File: config.mk
export PLATFORM = sky130hd
export DESIGN_NAME = pin_remap
export DESIGN_NICKNAME = d
export VERILOG_FILES = /design/src/pin_remap_pkg.sv /design/src/irq_line_mux.sv /design/src/pin_remap.sv
export VERILOG_INCLUDE_DIRS = /design/src /design/src/src
export SDC_FILE = /design/constraint.sdc
export NUM_CORES = 1
export LEC_CHECK = 0
export BUFFER_PORTS_ARGS = -buffer_cell sky130_fd_sc_hd__clkbuf_2
export CELL_PAD_IN_SITES_DETAIL_PLACEMENT = 1
export CELL_PAD_IN_SITES_GLOBAL_PLACEMENT = 1
export CORE_MARGIN = 4
export CORE_UTILIZATION = 35
export CTS_BUF_LIST = sky130_fd_sc_hd__clkbuf_4 sky130_fd_sc_hd__clkbuf_8
export DETAILED_ROUTE_END_ITERATION = 6
export PLACE_DENSITY_LB_ADDON = 0.05
export SETUP_SLACK_MARGIN = 0.5
export SLEW_MARGIN = 0
export SYNTH_ARGS = -nofsm -noshare
export SYNTH_HDL_FRONTEND = slang
export SYNTH_SLANG_ARGS = --single-unit
File: constraint.sdc
create_clock -name clock -period 3.05 [get_ports clock]
set_input_delay 0.61 -clock clock [delete_from_list [all_inputs] [get_ports clock]]
set_output_delay 0.61 -clock clock [all_outputs]
set_load 0.1 [all_outputs]
File: src/pin_remap_cfg.svh
/*
  Constants of the pin remap block: register addresses, field positions,
  writable masks and reset values.
  Assumes inclusion by bare name from files that need these values.
*/
`ifndef PIN_REMAP_CFG_SVH
`define PIN_REMAP_CFG_SVH

// ==========================================================================
// Register byte addresses
`define IRQSEL_ADDR        32'h40010008
`define REMAP_ADDR         32'h4001000C

// ==========================================================================
// Reset values and writable bit masks (reserved bits stay zero)
`define IRQSEL_RESET       32'h00000000
`define REMAP_RESET        32'h00000000
`define IRQSEL_MASK        32'h0000FFFF
`define REMAP_MASK         32'h077FFFFF

// ==========================================================================
// Field positions inside the remap register
`define DBG_LSB            24
`define SER2_LSB           20
`define ADC_REG_BIT        19
`define ADC_INJ_BIT        18
`define XTAL_BIT           17
`define TIM2_LSB           14
`define TIM1_LSB           10
`define SER1_LSB           6
`define I2C_LSB            3
`define SPI_LSB            0

// ==========================================================================
// Highest defined codes of the remap fields; timer1 also defines codes 12 to 15
`define SER2_MAX           3'h6
`define TIM1_MAX           4'h9
`define SER1_MAX           4'h9
`define SPI_MAX            3'h7

`endif

File: src/pin_remap_pkg.sv
/*
  Types shared by the pin remap block.
  Assumes nothing of its surroundings.
*/
package pin_remap_pkg;

  // Source port of an interrupt line
  typedef enum logic [1:0] {
    PORT_A = 2'h0,
    PORT_B = 2'h1,
    PORT_C = 2'h2,
    PORT_D = 2'h3
  } port_sel_t;

  // One port: eight pins
  typedef logic [7:0] port_pins_t;

endpackage

File: src/irq_line_mux.sv
/*
  Selects, for each of eight interrupt lines, pin x of one of four ports.
  Assumes port pins are synchronous to clock; output is registered.
*/
`timescale 1ns/1ps
`default_nettype none

module irq_line_mux (
  // Clock and control
  input  wire logic        clock,
  input  wire logic        reset_n,
  input  wire logic        clock_en,
  // Selectors, two bits per line
  input  wire logic [15:0] irq_line_port_sel,
  // Port pins
  input  wire logic [7:0]  port_a_pins,
  input  wire logic [7:0]  port_b_pins,
  input  wire logic [7:0]  port_c_pins,
  input  wire logic [7:0]  port_d_pins,
  // Selected lines
  output logic      [7:0]  irq_lines
);

  logic [7:0] lines_d;

  // Pick pin x of the chosen port for line x
  always_comb begin
    for (int x = 0; x < 8; x++) begin
      unique case (pin_remap_pkg::port_sel_t'(irq_line_port_sel[2*x +: 2]))
        pin_remap_pkg::PORT_A: lines_d[x] = port_a_pins[x];
        pin_remap_pkg::PORT_B: lines_d[x] = port_b_pins[x];
        pin_remap_pkg::PORT_C: lines_d[x] = port_c_pins[x];
        pin_remap_pkg::PORT_D: lines_d[x] = port_d_pins[x];
      endcase
    end
  end

  // Register so the top output comes from a flip-flop
  always_ff @(posedge clock) begin
    if (!reset_n) begin
      irq_lines <= 8'h00;
    end else if (clock_en) begin
      irq_lines <= lines_d;
    end
  end

endmodule // irq_line_mux

`default_nettype wire

File: src/pin_remap.sv
/*
  Pin remap control: interrupt line port selection and peripheral
  remap register, with decoded routing outputs.
  Assumes a single 200 MHz clock, word-only register port, synchronous
  pins, and that peripherals and GPIO consume the decoded selects.
*/
`timescale 1ns/1ps
`default_nettype none
`include "pin_remap_cfg.svh"

module pin_remap (
  // Clock and control
  input  wire logic        clock,
  input  wire logic        reset_n,
  input  wire logic        clock_en,
  // Register port
  input  wire logic [31:0] reg_addr,
  input  wire logic [31:0] reg_wdata,
  input  wire logic        reg_write,
  input  wire logic        reg_read,
  output logic      [31:0] reg_rdata,
  // Port pins feeding the interrupt lines
  input  wire logic [7:0]  port_a_pins,
  input  wire logic [7:0]  port_b_pins,
  input  wire logic [7:0]  port_c_pins,
  input  wire logic [7:0]  port_d_pins,
  output logic      [7:0]  irq_lines,
  // Decoded routing selects
  output logic             single_wire_debug_port,
  output logic             debug_cfg_invalid,
  output logic      [2:0]  serial2_pin_remap,
  output logic             serial2_reserved,
  output logic             adc_regular_trigger_remap,
  output logic             adc_injected_trigger_remap,
  output logic             crystal_pin_release,
  output logic      [2:0]  timer2_pin_remap,
  output logic      [3:0]  timer1_pin_remap,
  output logic             timer1_reserved,
  output logic             timer1_ch1_from_osc,
  output logic      [3:0]  serial1_pin_remap,
  output logic             serial1_reserved,
  output logic      [2:0]  i2c_pin_remap,
  output logic      [2:0]  spi_pin_remap,
  output logic             spi_reserved
);

  // ========================================================================
  // Registers
  logic [31:0] irqsel_q;
  logic [31:0] remap_q;
  logic [31:0] rdata_d;

  // Writes store only the defined bits; reserved bits stay zero
  always_ff @(posedge clock) begin
    if (!reset_n) begin
      irqsel_q <= `IRQSEL_RESET;
      remap_q  <= `REMAP_RESET;
    end else if (clock_en && reg_write) begin
      // Whole word taken at once; no byte lanes exist on this port
      if (reg_addr == `IRQSEL_ADDR) begin
        irqsel_q <= reg_wdata & `IRQSEL_MASK;
      end
      if (reg_addr == `REMAP_ADDR) begin
        remap_q <= reg_wdata & `REMAP_MASK;
      end
    end
  end

  // Read mux; unmapped addresses read zero
  always_comb begin
    unique case (reg_addr)
      `IRQSEL_ADDR: rdata_d = irqsel_q;
      `REMAP_ADDR:  rdata_d = remap_q;
      default:      rdata_d = 32'h00000000;
    endcase
  end

  // Read data valid only in the cycle after the strobe
  always_ff @(posedge clock) begin
    if (!reset_n) begin
      reg_rdata <= 32'h00000000;
    end else if (clock_en) begin
      reg_rdata <= reg_read ? rdata_d : 32'h00000000;
    end
  end

  // ========================================================================
  // Field extraction
  logic [2:0] dbg_f;
  logic [2:0] ser2_f;
  logic [2:0] tim2_f;
  logic [3:0] tim1_f;
  logic [3:0] ser1_f;
  logic [2:0] i2c_f;
  logic [2:0] spi_f;

  assign dbg_f  = remap_q[`DBG_LSB +: 3];
  assign ser2_f = remap_q[`SER2_LSB +: 3];
  assign tim2_f = remap_q[`TIM2_LSB +: 3];
  assign tim1_f = remap_q[`TIM1_LSB +: 4];
  assign ser1_f = remap_q[`SER1_LSB +: 4];
  assign i2c_f  = remap_q[`I2C_LSB +: 3];
  assign spi_f  = remap_q[`SPI_LSB +: 3];

  // Any 1xx code maps to one set; fold it so consumers see one code
  function automatic logic [2:0] fold_i2c(input logic [2:0] code);
    return code[2] ? 3'h4 : code;
  endfunction

  // ========================================================================
  // Decoded outputs, registered; reserved codes raise a flag and, for all fields but
  // debug, the field is still passed so a consumer may fall back to default
  always_ff @(posedge clock) begin
    if (!reset_n) begin
      single_wire_debug_port     <= 1'b1;
      debug_cfg_invalid          <= 1'b0;
      serial2_pin_remap          <= 3'h0;
      serial2_reserved           <= 1'b0;
      adc_regular_trigger_remap  <= 1'b0;
      adc_injected_trigger_remap <= 1'b0;
      crystal_pin_release        <= 1'b0;
      timer2_pin_remap           <= 3'h0;
      timer1_pin_remap           <= 4'h0;
      timer1_reserved            <= 1'b0;
      timer1_ch1_from_osc        <= 1'b0;
      serial1_pin_remap          <= 4'h0;
      serial1_reserved           <= 1'b0;
      i2c_pin_remap              <= 3'h0;
      spi_pin_remap              <= 3'h0;
      spi_reserved               <= 1'b0;
    end else if (clock_en) begin
      // Invalid debug codes keep the port enabled, the safe choice
      single_wire_debug_port     <= (dbg_f != 3'h4);
      debug_cfg_invalid          <= dbg_f[2] && (dbg_f != 3'h4);
      serial2_pin_remap          <= ser2_f;
      serial2_reserved           <= (ser2_f > `SER2_MAX);
      adc_regular_trigger_remap  <= remap_q[`ADC_REG_BIT];
      adc_injected_trigger_remap <= remap_q[`ADC_INJ_BIT];
      crystal_pin_release        <= remap_q[`XTAL_BIT];
      timer2_pin_remap           <= tim2_f;
      timer1_pin_remap           <= tim1_f;
      timer1_reserved            <= (tim1_f > `TIM1_MAX) && (tim1_f[3:2] != 2'h3);
      timer1_ch1_from_osc        <= (tim1_f[3:2] == 2'h3);
      serial1_pin_remap          <= ser1_f;
      serial1_reserved           <= (ser1_f > `SER1_MAX);
      i2c_pin_remap              <= fold_i2c(i2c_f);
      spi_pin_remap              <= spi_f;
      spi_reserved               <= (spi_f > `SPI_MAX);
    end
  end

  // ========================================================================
  // Interrupt line source selection
  irq_line_mux u_irq_mux (
    .clock             (clock),
    .reset_n           (reset_n),
    .clock_en          (clock_en),
    .irq_line_port_sel (irqsel_q[15:0]),
    .port_a_pins       (port_a_pins),
    .port_b_pins       (port_b_pins),
    .port_c_pins       (port_c_pins),
    .port_d_pins       (port_d_pins),
    .irq_lines         (irq_lines)
  );

endmodule // pin_remap

`default_nettype wire

==> impl_metrics.tcl <==
set metrics [dict create \
    final_cell_mix "157 x clkbuf_2, 128 x nor2b_1, 106 x dfxtp_1" \
    worstPathRequired_ns 3.32 \
    avgSynthCellArea_um2 10.9 \
    netlist_area_um2 4550 \
    reg2reg_from "irqsel_q[2]" \
    post-place-ws_ns 0.531 \
    hold_viol 0 \
    cts_tree "yes" \
    fmax_mhz 473 \
    max_stage_delay_ns 0.41 \
    ir_drop_mv 0.234 \
    grt_pass1_wl_um 18800 \
    die_h_um 122 \
    post-cts-setup-buffer-count 0 \
    wirelength_met1_um 5370 \
    path_cells "clkbuf_2 > nor4b_2 > nand4_1 > nor4_2 > buf_12 > mux2i_1 > nor2b_1" \
    htreeDepth 3 \
    ctsResizeCount 0 \
    path_max_fanout 26 \
    post_drt_via_cell_ratio 4.76 \
    diodes 0 \
    drive_gt1_share_pct 35.0 \
    hold_end "spi_reserved" \
    clock_tree.root_cell "clkbuf_8" \
    io_pins 171 \
    wl_met3_um 835 \
    yosys.area_share.simple_pct 24.3 \
    dr_wl_met2_um 5450 \
    worst_slew_pin_slew_ns 0.942 \
    synth_largest_area_cell "dfxtp_1" \
    hp-start "spi_reserved" \
    synth_xor_area_share_pct 0 \
    synthMuxAreaShare_pct 19.6 \
    path_clk_slew_ns 0.10 \
    finalClockSkew_ns 0.0123 \
    grt_pass1_vias 3641 \
    grt-ovfl-total 0 \
    utilization_pct 44.8 \
    synth_top_family_by_area "simple AND/OR/NAND/NOR gates" \
    antenna_found_initial 0 \
    setup_slack_ns 0.935 \
    path_buf_inv 2 \
    routed.top_layer "met4" \
    dieWidth_um 122 \
    setup_viol 0 \
    fin_crit_ns 2.12 \
    yosys-top-cells-area "dfxtp_1 47%, nor2b_1 18%, mux2i_1 16%" \
    slowest_stage "nor4b_2" \
    insertion_delay_ns 0.37 \
    crit_family "simple AND/OR/NAND/NOR gates" \
    syn_inst 416 \
    p_leak_uw 0.00227 \
    wl_per_cell_um 15.9 \
    nets 666 \
    synth-adder-area-share_pct 0 \
    status "finished, final reports clean" \
    clk_path_buf_depth 2 \
    port_buffers 158 \
    fin_hold_ws_ns 0.441 \
    cp-end-kind "register" \
    drc_errors 0 \
    r2r_end "u_irq_mux.irq_lines[1]" \
    synth_warnings 0 \
    ys_ff_latch 106 \
    rows 41 \
    area_growth_pct 24.6 \
    rrSetupSlack_ns 1.80 \
    die_area_um2 14900 \
    nFillCells 1475 \
    grt_util_all_layers_pct 16.1 \
    critPathKind "in2reg" \
    core_um2 12700 \
    drv_cap 0 \
    dr.pass1.iters 4 \
    drt_iter0_markers 97 \
    wl_um 11800 \
    power.density_nw_per_um2 433 \
    rsz0062_at_grt "no" \
    start_kind "input port" \
    cts_num_sinks 106 \
    cts_hold_buffers 0 \
    seq_area_frac_synth_pct 46.6 \
    initial_core_util_pct 35.9 \
    timing.slew.headroom_pct 37.2 \
    hpwlAfterDp_um 8220 \
    numCtsBuffers 9 \
    finalCritPeriodShare_pct 69.3 \
    whs_path_depth 2 \
    reg2regPathDepth 3 \
    ant_nets 0 \
    ys_types 34 \
    place.gp.congestion 0.709 \
    arrival_ns 2.38 \
    drv_slew 0 \
    synth_top_area_share_pct 46.6 \
    layout_commonest_cell "clkbuf_2" \
    hp-class "reg2reg" \
    grt_max_degree 71 \
    tns_ns 0 \
    vias 3526 \
    synth-compound-area-share_pct 5.55 \
]
-- worst register-to-register path: stages (launching register included) --
cell and delay (ns):
dfxtp_1 0.42, mux4_2 0.51, mux2i_1 0.15, nor2b_1 0.06
-- cell families after synthesis --
family | count (synthesis)
muxes | 79
buffers and inverters | 33
DFF | 106
and+or+nand+nor | 162
other | 1
AOI/OAI and AO/OA | 35
-- metrics by stage --
step / instance area [um2] / total power, uW / instances
after global placement: 5500 / 1670 / 726
after detailed placement: 5500 / 1670 / 726
after CTS: 5680 / 2490 / 741
after floorplan: 4570 / 1590 / 421
final: 5680 / 2460 / 741
after global routing: 5680 / 2570 / 741
-- Yosys cell counts, drive strengths merged --
library cell,number
nand3b,1
nand3,1
nand2,6
o211ai,1
mux4,8
conb,1
nor2,3
nor4,6
and2,1
mux2i,71
a21boi,4
or3,1
o22ai,1
nand2b,6
clkbuf,15
a221oi,16
nand4,3
a21oi,12
nand4b,1
nor3,1
inv,1
nor2b,128
o32ai,1
nor4b,4
buf,17
dfxtp,106
-- cell type report --
type                       instances  area (um2)  share of cell area [%]
tap                              172         215                    3.79
clock inverter                     2        12.5                   0.220
clock buffer                      13         166                    2.93
timing repair buffer             165         871                    15.3
multi-input combinational        282        2290                    40.3
inverter                           1        3.75                  0.0661
sequential                       106        2120                    37.4
-- where the power goes --
group	switching, uW	internal (uW)
Combinational	148	95.0
Clock	469	355
Sequential	2.96	1390
Total	620	1840
-- flip-flops by register name (all words and copies together), names as in the netlist --
register	cells
reg_rdata	26
remap_q	26
irqsel_q	16
u_irq_mux.irq_lines	8
serial1_pin_remap	4
timer1_pin_remap	4
i2c_pin_remap	3
serial2_pin_remap	3
spi_pin_remap	3
timer2_pin_remap	3
adc_injected_trigger_remap	1
adc_regular_trigger_remap	1
crystal_pin_release	1
debug_cfg_invalid	1
serial1_reserved	1
serial2_reserved	1
single_wire_debug_port	1
spi_reserved	1
timer1_ch1_from_osc	1
timer1_reserved	1
-- per-layer routing --
metal / track usage [%] / vias to the layer above
li1: - / 1725
met1: 21.1 / 1688
met2: 25.4 / 105
met3: 4.69 / 8
met4: 5.46 / 0
met5: 0 / -
-- how the worst max path moves through the flow --
stage | from | end | slack (ns) | depth (start not counted)
2_1_floorplan | reg_addr[17] | irqsel_q[10] | 0.80 | 6
3_3_place_gp | reg_addr[25] | remap_q[22] | 0.54 | 7
3_5_place_dp | reg_addr[25] | remap_q[8] | 0.53 | 7
4_1_cts | reg_addr[25] | remap_q[12] | 0.92 | 7
5_1_grt | reg_addr[17] | remap_q[12] | 0.78 | 7
6_report | reg_addr[21] | remap_q[12] | 0.93 | 7
No activity file was read; power rests on OpenSTA's default activity.
